File: src/hdl/ess_pkg.sv
// Shared constants, timing figures and types of the exposure sync sequencer.
package ess_pkg;

  // ---------------------------------------------------------------------------
  // Clock and timing
  // ---------------------------------------------------------------------------
  localparam int CLK_MHZ          = 250;
  localparam int DATA_DIV         = 6;      // 250 / 6 approximates the 40 MHz data rate.
  localparam int START_LAG_NS     = 3700;
  localparam int START_LAG_CYC    = (START_LAG_NS * CLK_MHZ + 999) / 1000;
  localparam int JITTER_MAX_NS    = 25000;
  localparam int JITTER_MAX_CYC   = (JITTER_MAX_NS * CLK_MHZ) / 1000;
  localparam int EXTRA_EXP_NS     = 94500;
  localparam int EXTRA_EXP_CYC    = (EXTRA_EXP_NS * CLK_MHZ + 999) / 1000;
  localparam int SYNC_HIGH_MIN_NS = 4000;
  localparam int SYNC_HIGH_MIN_CYC = (SYNC_HIGH_MIN_NS * CLK_MHZ + 999) / 1000;
  localparam int SYNC_LOW_MIN_NS  = 10000;
  localparam int SYNC_LOW_MIN_CYC = (SYNC_LOW_MIN_NS * CLK_MHZ + 999) / 1000;
  localparam int FV_GUARD_NS      = 1000;
  localparam int FV_GUARD_CYC     = (FV_GUARD_NS * CLK_MHZ + 999) / 1000;
  localparam int LINE_GAP_NS      = 7900;
  localparam int LINE_GAP_CYC     = (LINE_GAP_NS * CLK_MHZ + 999) / 1000;

  // ---------------------------------------------------------------------------
  // Geometry and data
  // ---------------------------------------------------------------------------
  localparam int PIX_W        = 10;
  localparam int LINE_PIX     = 1004;
  localparam int HALF_PIX     = 502;
  localparam int FRAME_LINES  = 1004;
  localparam int CNT_W        = 32;

  // ---------------------------------------------------------------------------
  // Modes and reset values
  // ---------------------------------------------------------------------------
  typedef enum logic [1:0] {
    ESS_MODE_LEVEL = 2'h0,
    ESS_MODE_PROG  = 2'h1,
    ESS_MODE_FREE  = 2'h2
  } ess_mode_t;

  localparam logic [CNT_W-1:0] TIMER1_RST = 32'h0000_05DC;
  localparam logic [CNT_W-1:0] TIMER2_RST = 32'h0000_2710;
  localparam logic [1:0]       MODE_RST   = 2'h0;

  // ---------------------------------------------------------------------------
  // Register map of the controller's own APB slave
  // ---------------------------------------------------------------------------
  localparam logic [7:0] REG_MODE   = 8'h00;
  localparam logic [7:0] REG_TIMER1 = 8'h04;
  localparam logic [7:0] REG_TIMER2 = 8'h08;
  localparam logic [7:0] REG_CTRL   = 8'h0C;
  localparam logic [7:0] REG_STATUS = 8'h10;
  localparam logic [7:0] REG_FRAMES = 8'h14;

endpackage

File: src/hdl/ess_link_if.sv
// Link between the camera end and the frame grabber end.
`timescale 1ns/1ns
`default_nettype none
interface ess_link_if;
  logic              sync;
  logic [1:0]        mode;
  logic [31:0]       timer1;
  logic [31:0]       timer2;
  logic              cfg_stb;
  logic              exposing;
  logic              frame_valid;
  logic              line_valid;
  logic [9:0]        pixel;

  modport camera  (input sync, mode, timer1, timer2, cfg_stb,
                   output exposing, frame_valid, line_valid, pixel);
  modport grabber (output sync, mode, timer1, timer2, cfg_stb,
                   input exposing, frame_valid, line_valid, pixel);
endinterface
`default_nettype wire

File: src/hdl/ess_camera.sv
// Camera end: exposure sequencing, dual-register readout and pixel reordering.
//
// Behaviour
// - Level mode: expose while low, read on rise.
// - Programmable: expose on rise, read at timeout.
// - Programmable mode ignores the sync falling edge.
// - Free-run uses internal control, frames continuously.
// - Controller selects mode and loads timers.
// - Pixels 1-502 left, 503-1004 right.
// - Left ascends, right descends from 1004.
// - Shifting paced by the 40 MHz data rate; the code divides 250 MHz by 6, about 41.7 MHz.
// - Ten-bit pixels leave in ascending order.
// - Lines output progressively until frame complete.
// - Frame per sync period, periodic or not; the code drops a new frame start while a frame is still leaving.
// - Level sync high 4 us, low 10 us.
// - Sync period at least 20.83 ms.
// - Start lag up to 25 us if frame valid.
// - Busy case exposure: low time plus 94.5 us.
// - Idle case: start 3.7 us later, plus 94.5.
// - Frame valid low 1 us before sync rises.
// - Frame valid low 1 us before sync falls.
// - Free-run: low timer1, high timer2.
// - Exposure output high during each exposure.
//
// Implementation choices: the APB interface to the registers and the register addresses.
`timescale 1ns/1ns
`default_nettype none
module ess_camera (
  // Clock and reset.
  input  wire logic       CLOCK,
  input  wire logic       RSTN,
  // Link to the grabber.
  ess_link_if.camera      LINK,
  // Sensor sample input, one 10-bit value per pixel position.
  input  wire logic [9:0] SENSOR_SAMPLE,
  output logic [10:0]     SENSOR_ADDR
);

  // ---------------------------------------------------------------------------
  // State
  // ---------------------------------------------------------------------------
  typedef enum logic [2:0] {
    ESS_ST_IDLE  = 3'h0,
    ESS_ST_LAG   = 3'h1,
    ESS_ST_EXP   = 3'h2,
    ESS_ST_TAIL  = 3'h3,
    ESS_ST_FREEH = 3'h4
  } ess_cam_st_t;

  typedef struct packed {
    logic [1:0]  sync_meta;
    logic        sync_s;
    logic        sync_old;
    ess_cam_st_t st;
    logic [1:0]  mode;
    logic [31:0] t1;
    logic [31:0] t2;
    logic [1:0]  cfg_mode;
    logic [31:0] cfg_t1;
    logic [31:0] cfg_t2;
    logic [31:0] cnt;
    logic        exposing;
    logic        rd_go;
    logic        reading;
    logic [10:0] pix;
    logic [10:0] line;
    logic [10:0] gap;
    logic [2:0]  div;
    logic        fv;
    logic        lv;
    logic [9:0]  data;
    logic [10:0] addr;
  } ess_cam_t;

  ess_cam_t s_q;
  ess_cam_t s_d;

  logic rise;
  logic fall;

  // Maps output order onto the two shift registers: left ascends, right descends.
  function automatic logic [10:0] ess_reg_pos(input logic [10:0] k);
    if (k < 11'(ess_pkg::HALF_PIX)) begin
      ess_reg_pos = k;
    end else begin
      ess_reg_pos = 11'(ess_pkg::LINE_PIX - 1) - (k - 11'(ess_pkg::HALF_PIX));
    end
  endfunction

  // ---------------------------------------------------------------------------
  // Next state
  // ---------------------------------------------------------------------------
  always_comb begin
    s_d = s_q;
    s_d.sync_meta = {s_q.sync_meta[0], LINK.sync};
    s_d.sync_s    = s_q.sync_meta[1];
    s_d.sync_old  = s_q.sync_s;
    rise = s_q.sync_s & ~s_q.sync_old;
    fall = ~s_q.sync_s & s_q.sync_old;
    s_d.rd_go = 1'b0;
    // Settings are staged here and only copied in when the idle state starts a new sequence.
    if (LINK.cfg_stb) begin
      s_d.cfg_mode = LINK.mode;
      s_d.cfg_t1   = LINK.timer1;
      s_d.cfg_t2   = LINK.timer2;
    end
    case (s_q.st)
      ESS_ST_IDLE: begin
        s_d.exposing = 1'b0;
        if (s_q.cfg_mode == ess_pkg::ESS_MODE_FREE) begin
          s_d.mode = s_q.cfg_mode;
          s_d.t1   = s_q.cfg_t1;
          s_d.t2   = s_q.cfg_t2;
          s_d.cnt  = s_q.cfg_t1 + 32'(ess_pkg::EXTRA_EXP_CYC);
          s_d.exposing = 1'b1;
          s_d.st = ESS_ST_EXP;
        end else if ((s_q.cfg_mode == ess_pkg::ESS_MODE_LEVEL && fall) ||
                     (s_q.cfg_mode == ess_pkg::ESS_MODE_PROG && rise)) begin
          s_d.mode = s_q.cfg_mode;
          s_d.t1   = s_q.cfg_t1;
          s_d.t2   = s_q.cfg_t2;
          // Busy frame lags the 25 us maximum jitter delay; idle frame lags the fixed start delay.
          s_d.cnt  = s_q.fv ? 32'(ess_pkg::JITTER_MAX_CYC) : 32'(ess_pkg::START_LAG_CYC);
          s_d.st   = ESS_ST_LAG;
        end
      end
      ESS_ST_LAG: begin
        if (s_q.cnt <= 32'h0000_0001) begin
          s_d.exposing = 1'b1;
          s_d.cnt = s_q.t1 + 32'(ess_pkg::EXTRA_EXP_CYC);
          s_d.st  = (s_q.mode == ess_pkg::ESS_MODE_LEVEL) ? ESS_ST_EXP : ESS_ST_EXP;
        end else begin
          s_d.cnt = s_q.cnt - 32'h0000_0001;
        end
      end
      ESS_ST_EXP: begin
        // Level mode ends on the sync rise; the others count their timer.
        if (s_q.mode == ess_pkg::ESS_MODE_LEVEL) begin
          if (rise) begin
            s_d.cnt = 32'(ess_pkg::EXTRA_EXP_CYC);
            s_d.st  = ESS_ST_TAIL;
          end
        end else if (s_q.cnt <= 32'h0000_0001) begin
          s_d.exposing = 1'b0;
          s_d.rd_go    = 1'b1;
          s_d.cnt      = s_q.t2;
          s_d.st = (s_q.mode == ess_pkg::ESS_MODE_FREE) ? ESS_ST_FREEH : ESS_ST_IDLE;
        end else begin
          s_d.cnt = s_q.cnt - 32'h0000_0001;
        end
      end
      ESS_ST_TAIL: begin
        if (s_q.cnt <= 32'h0000_0001) begin
          s_d.exposing = 1'b0;
          s_d.rd_go    = 1'b1;
          s_d.st       = ESS_ST_IDLE;
        end else begin
          s_d.cnt = s_q.cnt - 32'h0000_0001;
        end
      end
      ESS_ST_FREEH: begin
        // Internal control signal high phase.
        if (s_q.cnt <= 32'h0000_0001) begin
          s_d.st = ESS_ST_IDLE;
        end else begin
          s_d.cnt = s_q.cnt - 32'h0000_0001;
        end
      end
      default: begin
        s_d.st = ESS_ST_IDLE;
      end
    endcase

    // -------------------------------------------------------------------------
    // Readout: a new frame start is dropped if a frame is still leaving.
    // -------------------------------------------------------------------------
    if (s_q.rd_go && !s_q.reading) begin
      s_d.reading = 1'b1;
      s_d.line = 11'h000;
      s_d.pix  = 11'h000;
      s_d.gap  = 11'h000;
      s_d.fv   = 1'b1;
    end
    s_d.div = (s_q.div == 3'(ess_pkg::DATA_DIV - 1)) ? 3'h0 : s_q.div + 3'h1;
    if (s_q.reading && s_q.div == 3'h0) begin
      if (s_q.gap != 11'h000) begin
        s_d.gap = s_q.gap - 11'h001;
        s_d.lv  = 1'b0;
      end else begin
        s_d.lv   = 1'b1;
        s_d.addr = ess_reg_pos(s_q.pix);
        s_d.data = SENSOR_SAMPLE;
        if (s_q.pix == 11'(ess_pkg::LINE_PIX - 1)) begin
          s_d.pix = 11'h000;
          s_d.gap = 11'(ess_pkg::LINE_GAP_CYC / ess_pkg::DATA_DIV);
          if (s_q.line == 11'(ess_pkg::FRAME_LINES - 1)) begin
            s_d.reading = 1'b0;
            s_d.gap = 11'h000;
          end else begin
            s_d.line = s_q.line + 11'h001;
          end
        end else begin
          s_d.pix = s_q.pix + 11'h001;
        end
      end
    end else if (!s_q.reading && s_q.div == 3'h0) begin
      s_d.lv = 1'b0;
      s_d.fv = 1'b0;
    end
    // The address leads the sample by one data cycle, so ask ahead.
    s_d.addr = ess_reg_pos(s_d.pix);
  end

  // ---------------------------------------------------------------------------
  // Registers
  // ---------------------------------------------------------------------------
  always_ff @(posedge CLOCK or negedge RSTN) begin
    if (!RSTN) begin
      s_q <= '0;
      // The grabber resets its sync high, so the edge detector starts high too.
      // Starting it low would show a false rise just after reset.
      s_q.sync_meta <= 2'h3;
      s_q.sync_s <= 1'b1;
      s_q.sync_old <= 1'b1;
      s_q.cfg_t1 <= ess_pkg::TIMER1_RST;
      s_q.cfg_t2 <= ess_pkg::TIMER2_RST;
      s_q.cfg_mode <= ess_pkg::MODE_RST;
    end else begin
      s_q <= s_d;
    end
  end

  // Outputs straight from flip-flops.
  assign LINK.exposing    = s_q.exposing;
  assign LINK.frame_valid = s_q.fv;
  assign LINK.line_valid  = s_q.lv;
  assign LINK.pixel       = s_q.data;
  assign SENSOR_ADDR      = s_q.addr;

endmodule
`default_nettype wire

File: src/flat_wrapper.sv
// flat-port wrapper written by rule: the top's interface ports become plain ports
module ess_camera_flat 
  (CLOCK, RSTN, SENSOR_SAMPLE, SENSOR_ADDR, LINK_sync, LINK_mode, LINK_timer1, LINK_timer2, LINK_cfg_stb, LINK_exposing, LINK_frame_valid, LINK_line_valid, LINK_pixel);
  ess_link_if LINK_i ();
  input  wire logic CLOCK;
  input  wire logic RSTN;
  input  wire logic [9:0] SENSOR_SAMPLE;
  output logic [10:0] SENSOR_ADDR;
  input wire logic [$bits(LINK_i.sync)-1:0] LINK_sync;
  input wire logic [$bits(LINK_i.mode)-1:0] LINK_mode;
  input wire logic [$bits(LINK_i.timer1)-1:0] LINK_timer1;
  input wire logic [$bits(LINK_i.timer2)-1:0] LINK_timer2;
  input wire logic [$bits(LINK_i.cfg_stb)-1:0] LINK_cfg_stb;
  output wire logic [$bits(LINK_i.exposing)-1:0] LINK_exposing;
  output wire logic [$bits(LINK_i.frame_valid)-1:0] LINK_frame_valid;
  output wire logic [$bits(LINK_i.line_valid)-1:0] LINK_line_valid;
  output wire logic [$bits(LINK_i.pixel)-1:0] LINK_pixel;
  assign LINK_i.sync = LINK_sync;
  assign LINK_i.mode = LINK_mode;
  assign LINK_i.timer1 = LINK_timer1;
  assign LINK_i.timer2 = LINK_timer2;
  assign LINK_i.cfg_stb = LINK_cfg_stb;
  assign LINK_exposing = LINK_i.exposing;
  assign LINK_frame_valid = LINK_i.frame_valid;
  assign LINK_line_valid = LINK_i.line_valid;
  assign LINK_pixel = LINK_i.pixel;
  ess_camera u_core (.CLOCK(CLOCK), .RSTN(RSTN), .LINK(LINK_i), .SENSOR_SAMPLE(SENSOR_SAMPLE), .SENSOR_ADDR(SENSOR_ADDR));
endmodule
File: config.mk
export PLATFORM = sky130hd
export DESIGN_NAME = ess_camera_flat
export DESIGN_NICKNAME = d
export VERILOG_FILES = /design/src/hdl/ess_pkg.sv /design/src/hdl/ess_link_if.sv /design/src/hdl/ess_camera.sv /design/src/flat_wrapper.sv
export SDC_FILE = /design/constraint.sdc
export NUM_CORES = 1
export LEC_CHECK = 0
export ABC_AREA = 1
export ABC_CLOCK_PERIOD_IN_PS = 2400
export BUFFER_PORTS_ARGS = -buffer_cell sky130_fd_sc_hd__clkbuf_2
export CAP_MARGIN = 20
export CORE_UTILIZATION = 55
export CTS_BUF_LIST = sky130_fd_sc_hd__clkbuf_8 sky130_fd_sc_hd__clkbuf_16
export DETAILED_ROUTE_END_ITERATION = 7
export GPL_TIMING_DRIVEN = 0
export PLACE_DENSITY = 0.83
export SLEW_MARGIN = 20
export SYNTH_ARGS = -nofsm -noshare
export SYNTH_HDL_FRONTEND = slang
export SYNTH_SLANG_ARGS = --single-unit
export TNS_END_PERCENT = 20
File: constraint.sdc
create_clock -name CLOCK -period 2.4 [get_ports CLOCK]
set_clock_uncertainty 0.05 [all_clocks]
set_input_delay 0.36 -clock CLOCK [delete_from_list [all_inputs] [get_ports CLOCK]]
set_output_delay 0.36 -clock CLOCK [all_outputs]
set_load 0.05 [all_outputs]
==> results.sh, run 1 <==
export IMPL_status="complete, no violations"
export IMPL_drc=0
export IMPL_clock_sinks=232
export IMPL_grt_pass1_vias=13900
export IMPL_synthArstFlopShare=1.00
export IMPL_dr_pass1_iters=6
export IMPL_placed_cell_area_um2=15100
export IMPL_place_detailed_hpwl_um=33000
export IMPL_placed_cells=2432
export IMPL_stdcell_area_um2=16900
export IMPL_synth_most_common_cell="nand2_1"
export IMPL_path_clk_slew_ns=0.07
export IMPL_cpMostUsedCell="nand2_1"
export IMPL_cp_required_ns=2.80
export IMPL_critPathBufInv=5
export IMPL_worst_pin_slew_ns=0.880
export IMPL_netlist_area_um2=14100
export IMPL_p_comb_frac=0.394
export IMPL_nets=2294
export IMPL_syn2layout_area_growth_pct=19.8
export IMPL_r2r_end="u_core.s_q[199]"
export IMPL_syn_avg_cell_area_um2=7.08
export IMPL_yosysSeqAreaShare=0.412
export IMPL_min_path_type="in2reg"
export IMPL_swShare=0.425
export IMPL_whs_endpoint="u_core.s_q[145]"
export IMPL_ys_ff_latch=232
export IMPL_ys_types=57
export IMPL_cts_tree="done"
export IMPL_period_minus_slack_ns=2.37
export IMPL_syn_inst=1998
export IMPL_core_rowCount=58
export IMPL_hold_slack_ns=0.00659
export IMPL_crit_arrival_ns=2.77
export IMPL_grt_use_met2=0.572
export IMPL_antenna_found_initial=0
export IMPL_intPower_mw=9.65
export IMPL_cts_root_buffer="clkbuf_16"
export IMPL_fp_dieW_um=162
export IMPL_rsz0062_at_grt="yes"
export IMPL_p_sw_mw=7.13
export IMPL_grt_ovfl_total=0
export IMPL_clockPowerShare=0.263
export IMPL_ios=104
export IMPL_cpPeakStageDelay_ns=0.43
export IMPL_synth_edff_count=0
export IMPL_postRouteAntennaNets=0
export IMPL_insertion_delay_ns=0.54
export IMPL_slowest_stage="clkbuf_1"
export IMPL_whs_path_depth=3
export IMPL_crit_chain="inv_1 > nor2_4 > inv_1 > buf_2 > nand2_1 > nand2_1 > buf_2 > clkbuf_1 > nand2_1 > o21ai_0"
export IMPL_busiest_layer="met2"
export IMPL_core_um2=25200
export IMPL_yosysWarningCount=0
export IMPL_netlist_top_cells_count="nand2_1 (641), dfrtp_1 (216), inv_1 (211)"
export IMPL_die_area_um2=26400
export IMPL_setup_viol=0
export IMPL_initial_core_util=0.562
export IMPL_die_h_um=162
export IMPL_viasPerCell=5.67
export IMPL_clock_fmax_mhz=422
export IMPL_numCtsBuffers=26
export IMPL_cts_buffer_depth=3
export IMPL_ys_flop_type="dfrtp_1"
export IMPL_drt_iter0_drc=1606
export IMPL_use_met3=0.0578
export IMPL_synth_net_count=2088
export IMPL_fin_crit_sh=0.987
export IMPL_cp_top_family="buffers and inverters"
export IMPL_yosysTopAreaCell="dfrtp_1"
export IMPL_wire_per_inst_um=18.0
export IMPL_io_buffers=102
export IMPL_path_class="reg2reg"
export IMPL_hold_viol=0
export IMPL_synth_top_area_frac=0.382
export IMPL_cellPowerDensity_nw_per_um2=990
export IMPL_htreeDepth=1
export IMPL_gp_congestion=0.970
export IMPL_r2r_cells=10
export IMPL_grt_total_usage=0.347
export IMPL_cp_start_kind="register"
export IMPL_r2r_slack_ns=0.03
export IMPL_fin_cells=2553
export IMPL_ys_top_cells_by_area="dfrtp_1 (38%), nand2_1 (17%), o21ai_0 (7.2%)"
export IMPL_grt_start_max_net_pins=86
export IMPL_hp_start="LINK_timer1[19]"
export IMPL_num_vias=14500
export IMPL_grt_pass1_wl_um=71800
export IMPL_antenna_cells=0
export IMPL_reg2reg_from="u_core.s_q[159]"
export IMPL_max_vdd_ir_drop_mv=0.656
export IMPL_relSlewSlack=0.413
export IMPL_leakagePower_nw=8.46
export IMPL_drt_wl_total_um=45800
export IMPL_max_cap_violations=0
export IMPL_grtUsageMet1=0.454
export IMPL_slew_viol_final=0
export IMPL_path_max_fanout=10
export IMPL_drive_above_1_share=0.160
export IMPL_seqPwrFrac=0.342
export IMPL_endpoint_kind="register"
[cells in the final DEF, fill, tap and decap left out, types with 15 or more instances in the layout]
master,synthesis,routed
nand2_1,641,636
dfrtp_1,216,215
inv_1,211,212
o21ai_0,203,197
nor2_1,174,166
nand3_1,160,158
clkbuf_2,1,110
dlygate4sd3_1,0,58
a21oi_1,52,49
buf_4,23,37
xor2_1,36,36
clkbuf_16,0,27
clkbuf_1,32,25
nand4_1,22,22
nor3_1,21,20
inv_2,15,18
nor2_2,13,18
nand2_2,11,16
dfstp_2,16,16
nand3b_1,15,15
[registers in the layout (all words and copies together) (netlist names)]
name                     cells
u_core.LINK.frame_valid      1
u_core.s_q                 206
u_core.LINK.exposing         1
u_core.LINK.pixel           10
u_core.s_d                   3
u_core.SENSOR_ADDR          10
u_core.LINK.line_valid       1
[routing by layer]
metal | vias up | wire (um) | share of wire
li1 | 6774 | - | -
met1 | 6849 | 18600 | 0.41
met2 | 725 | 21600 | 0.47
met3 | 130 | 3670 | 0.080
met4 | 0 | 1880 | 0.041
met5 | - | 0 | 0
[worst min-delay path: cells and delay by family]
family,cells,cell delay (ns)
buf+inv,1,0.08
compound gates,1,0.07
simple gates,1,0.05
[power by group through the flow]
stage	combinational [mW]	clock, mW	sequential [mW]
detailed placement	6.16	0	5.73
CTS	6.34	4.44	5.68
global route	7.29	4.60	5.83
finish	6.61	4.42	5.74
global placement	5.98	0	5.70
floorplan	4.33	0	5.50
[logic make-up (layout without fill, tap and decap cells)]
| group | count (synthesis) | in the layout | synth area share |
|---|---|---|---|
| AOI/OAI and AO/OA | 292 | 292 | 0.112 |
| xor gates and xnor gates | 46 | 46 | 0.0285 |
| adders and majority gates | 10 | 10 | 0.00885 |
| buffers and inverters | 308 | 532 | 0.0916 |
| DFF | 232 | 232 | 0.412 |
| and+or+nand+nor | 1110 | 1111 | 0.347 |
[what timing repair did]
item / in CTS / in global routing
endpoints found under the hold margin: 118 / 0
resized for setup: 14 / 51
buffers inserted: 3 / 13
cloned: 0 / 1
endpoints found under the setup margin: 34 / 99
pin swaps: 5 / 14
hold buffers: 58 / 0
[stage by stage]
| stage | utilization | setup WS [ns] | TNS [ns] | total power, mW |
|---|---|---|---|---|
| after global placement | 0.598 | -3.78 | -843.54 | 11.7 |
| after floorplan | - | 0.170 | 0 | 9.83 |
| after CTS | 0.664 | -0.00114 | -0.00114 | 16.5 |
| after detailed placement | 0.601 | -0.221 | -1.85 | 11.9 |
| after global routing | 0.673 | -0.0503 | -0.422 | 17.7 |
| final | 0.673 | 0.0306 | 0 | 16.8 |
[worst max path at each step]
| stage | slack [ns] | startpoint | depth (start not counted) | endpoint |
|---|---|---|---|---|
| CTS | -0.001 | u_core.s_q[126] | 14 | u_core.s_q[88] |
| global placement | -3.78 | RSTN | 1 | u_core.s_q[106] |
| floorplan | 0.17 | u_core.s_q[26] | 18 | u_core.SENSOR_ADDR[7] |
| detailed placement | -0.22 | u_core.s_q[26] | 16 | u_core.SENSOR_ADDR[7] |
| finish | 0.03 | u_core.s_q[159] | 10 | u_core.s_q[199] |
| global route | -0.05 | u_core.s_q[159] | 10 | u_core.s_q[199] |
[final cells by class]
type,count,area (um2)
Tap cell,330,413
Timing Repair Buffer,178,1280
Multi-Input combinational cell,1459,7170
Sequential cell,232,5830
Clock buffer,28,689
Clock inverter,19,254
Fill cell,2092,8230
Inverter,229,872
Buffer,78,448
No activity file was read; power rests on OpenSTA's default activity.
==> run 2: changes to the inputs <==
- CORE_UTILIZATION: 55 -> 35
- PLACE_DENSITY: 0.83 -> 0.59
==> run 2 against run 1 <==
- via count shrank 4.9%
- largest cell class unchanged
- largest power group unchanged
- register-to-register slack gained 0.06 ns
- total power grew 3.7%
- combinational power grew 1%
- clock power grew 13%
- cell area grew 3.7%
- wire length shrank 0.13%
- utilization shrank 23 points
==> results.sh, run 2 (synthesis results as in run 1) <==
export IMPL_status="complete, no violations"
export IMPL_r2r_end="u_core.s_q[93]"
export IMPL_grt_start_max_net_pins=93
export IMPL_setup_ws_ns=0.0949
export IMPL_cp_start_kind="register"
export IMPL_insertion_delay_ns=0.56
export IMPL_antenna_cells=0
export IMPL_cts_root_buffer="clkbuf_16"
export IMPL_io_buffers=102
export IMPL_cts_buffer_depth=3
export IMPL_postRouteAntennaNets=0
export IMPL_cts_tree="done"
export IMPL_fill_cells=4148
export IMPL_die_h_um=203
export IMPL_drt_wl_total_um=45800
export IMPL_nets=2315
export IMPL_fin_crit_sh=0.960
export IMPL_crit_chain="inv_2 > ha_4 > nand2_2 > nor3_4 > inv_2 > nand2_1 > nand2_2 > buf_6 > o21ai_0 > nand2_1 > nand2_1 > nand3_1 > nand2_1 > nand2_1"
export IMPL_grt_pass1_vias=13500
export IMPL_relSlewSlack=0.355
export IMPL_path_class="reg2reg"
export IMPL_numCtsBuffers=29
export IMPL_dr_pass1_iters=5
export IMPL_core_um2=39800
export IMPL_rsz0062_at_grt="yes"
export IMPL_worst_pin_slew_ns=0.967
export IMPL_dpl_worst_slack_ns=-0.296
export IMPL_gp_congestion=0.924
export IMPL_core_rowCount=73
export IMPL_r2r_slack_ns=0.09
export IMPL_intPower_mw=10.2
export IMPL_clock_sinks=232
export IMPL_path_clk_slew_ns=0.06
export IMPL_final_common_cell="nand2_1"
export IMPL_final_cell_mix="nand2_1 (636), dfrtp_1 (215), inv_1 (207)"
export IMPL_p_comb_frac=0.384
export IMPL_max_vdd_ir_drop_mv=0.507
export IMPL_cpPeakStageDelay_ns=0.40
export IMPL_fp_dieW_um=203
export IMPL_ios=104
export IMPL_grt_pass1_wl_um=72500
export IMPL_slew_viol_final=0
export IMPL_largest_reg_flops=206
export IMPL_drc=0
export IMPL_top_register="u_core.s_q"
export IMPL_swShare=0.414
export IMPL_leakagePower_nw=8.63
export IMPL_path_max_fanout=10
export IMPL_p_sw_mw=7.20
export IMPL_place_detailed_hpwl_um=35000
export IMPL_antenna_found_initial=0
export IMPL_seqPwrFrac=0.329
export IMPL_htreeDepth=1
export IMPL_initial_core_util=0.355
export IMPL_drt_iter0_drc=832
export IMPL_period_minus_slack_ns=2.31
export IMPL_crit_arrival_ns=2.71
export IMPL_grt_total_usage=0.223
export IMPL_cellPowerDensity_nw_per_um2=991
export IMPL_whs_path_depth=2
export IMPL_reg2reg_from="u_core.s_q[62]"
export IMPL_max_cap_violations=0
export IMPL_drive_above_1_share=0.163
export IMPL_clock_fmax_mhz=434
export IMPL_worstSetupStartpoint="u_core.s_q[62]"
export IMPL_hp_start="LINK_cfg_stb"
export IMPL_viasPerCell=4.97
export IMPL_r2r_cells=14
export IMPL_hold_viol=0
export IMPL_num_vias=13800
export IMPL_endpoint_kind="register"
export IMPL_min_path_type="in2reg"
export IMPL_syn2layout_area_growth_pct=24.2
export IMPL_fin_tns_setup_ns=0
export IMPL_cp_required_ns=2.80
export IMPL_hold_slack_ns=0.168
export IMPL_slowest_stage="dfrtp_1"
export IMPL_cpMostUsedCell="nand2_1"
export IMPL_setup_viol=0
export IMPL_clockPowerShare=0.288
export IMPL_wire_per_inst_um=16.5
export IMPL_grt_ovfl_total=0
export IMPL_whs_endpoint="u_core.s_q[151]"
export IMPL_die_area_um2=41200
==> run 2: routing by layer <==
layer | global-route usage | routed length [um] | share of wire | vias to the layer above
met5 | 0 | 0 | 0 | -
li1 | - | - | - | 6817
met3 | 0.0236 | 1740 | 0.038 | 92
met4 | 0.0835 | 1820 | 0.040 | 0
met2 | 0.374 | 21600 | 0.47 | 306
met1 | 0.296 | 20700 | 0.45 | 6556
==> run 2: worst max path at each step <==
stage | end | cells after the start
final | u_core.s_q[93] | 14
after global routing | u_core.s_q[85] | 10
after CTS | u_core.s_q[88] | 14
after detailed placement | u_core.SENSOR_ADDR[7] | 15
after global placement | u_core.s_q[105] | 1
after floorplan | u_core.SENSOR_ADDR[7] | 18
==> run 2: power by group through the flow <==
stage | registers, mW | clock network, mW | logic (mW)
2_1_floorplan | 5.50 | 0 | 4.33
3_3_place_gp | 5.74 | 0 | 6.22
3_5_place_dp | 5.74 | 0 | 6.30
4_1_cts | 5.69 | 5.09 | 6.48
5_1_grt | 5.84 | 5.25 | 7.47
6_report | 5.72 | 5.01 | 6.68
==> run 2: cell type report <==
| class | count | area (um2) | share of cell area |
|---|---|---|---|
| Buffer | 78 | 458 | 0.0261 |
| Clock buffer | 37 | 836 | 0.0476 |
| Clock inverter | 16 | 267 | 0.0152 |
| Inverter | 229 | 867 | 0.0494 |
| Multi-Input combinational cell | 1459 | 7200 | 0.410 |
| Sequential cell | 232 | 5830 | 0.332 |
| Tap cell | 525 | 657 | 0.0374 |
| Timing Repair Buffer | 196 | 1460 | 0.0831 |
==> run 2: worst max-delay path: cells and delay by family, from the launching register on <==
kind / cells / cell delay (ns)
simple gates: 9 / 0.91
flops: 1 / 0.40
buf+inv: 3 / 0.38
compound gates: 1 / 0.27
fa+ha+maj: 1 / 0.16
==> run 2: what timing repair did <==
item                                    4_1_cts  5_1_grt
endpoints found under the hold margin       151        0
cloned                                        0        1
gates resized for setup                      21       55
setup buffers                                 6        8
hold buffers                                 78        0
pin swaps                                     8       14
endpoints found under the setup margin       63       98
==> run 2: per-stage QoR <==
step | total power [mW] | instance area [um2] | std cells | utilization
5_1_grt | 18.6 | 17600 | 2772 | 0.441
2_1_floorplan | 9.83 | 14100 | 1998 | -
3_5_place_dp | 12.0 | 15400 | 2627 | 0.386
3_3_place_gp | 12.0 | 15300 | 2625 | 0.384
6_report | 17.4 | 17600 | 2772 | 0.441
4_1_cts | 17.3 | 17400 | 2764 | 0.436
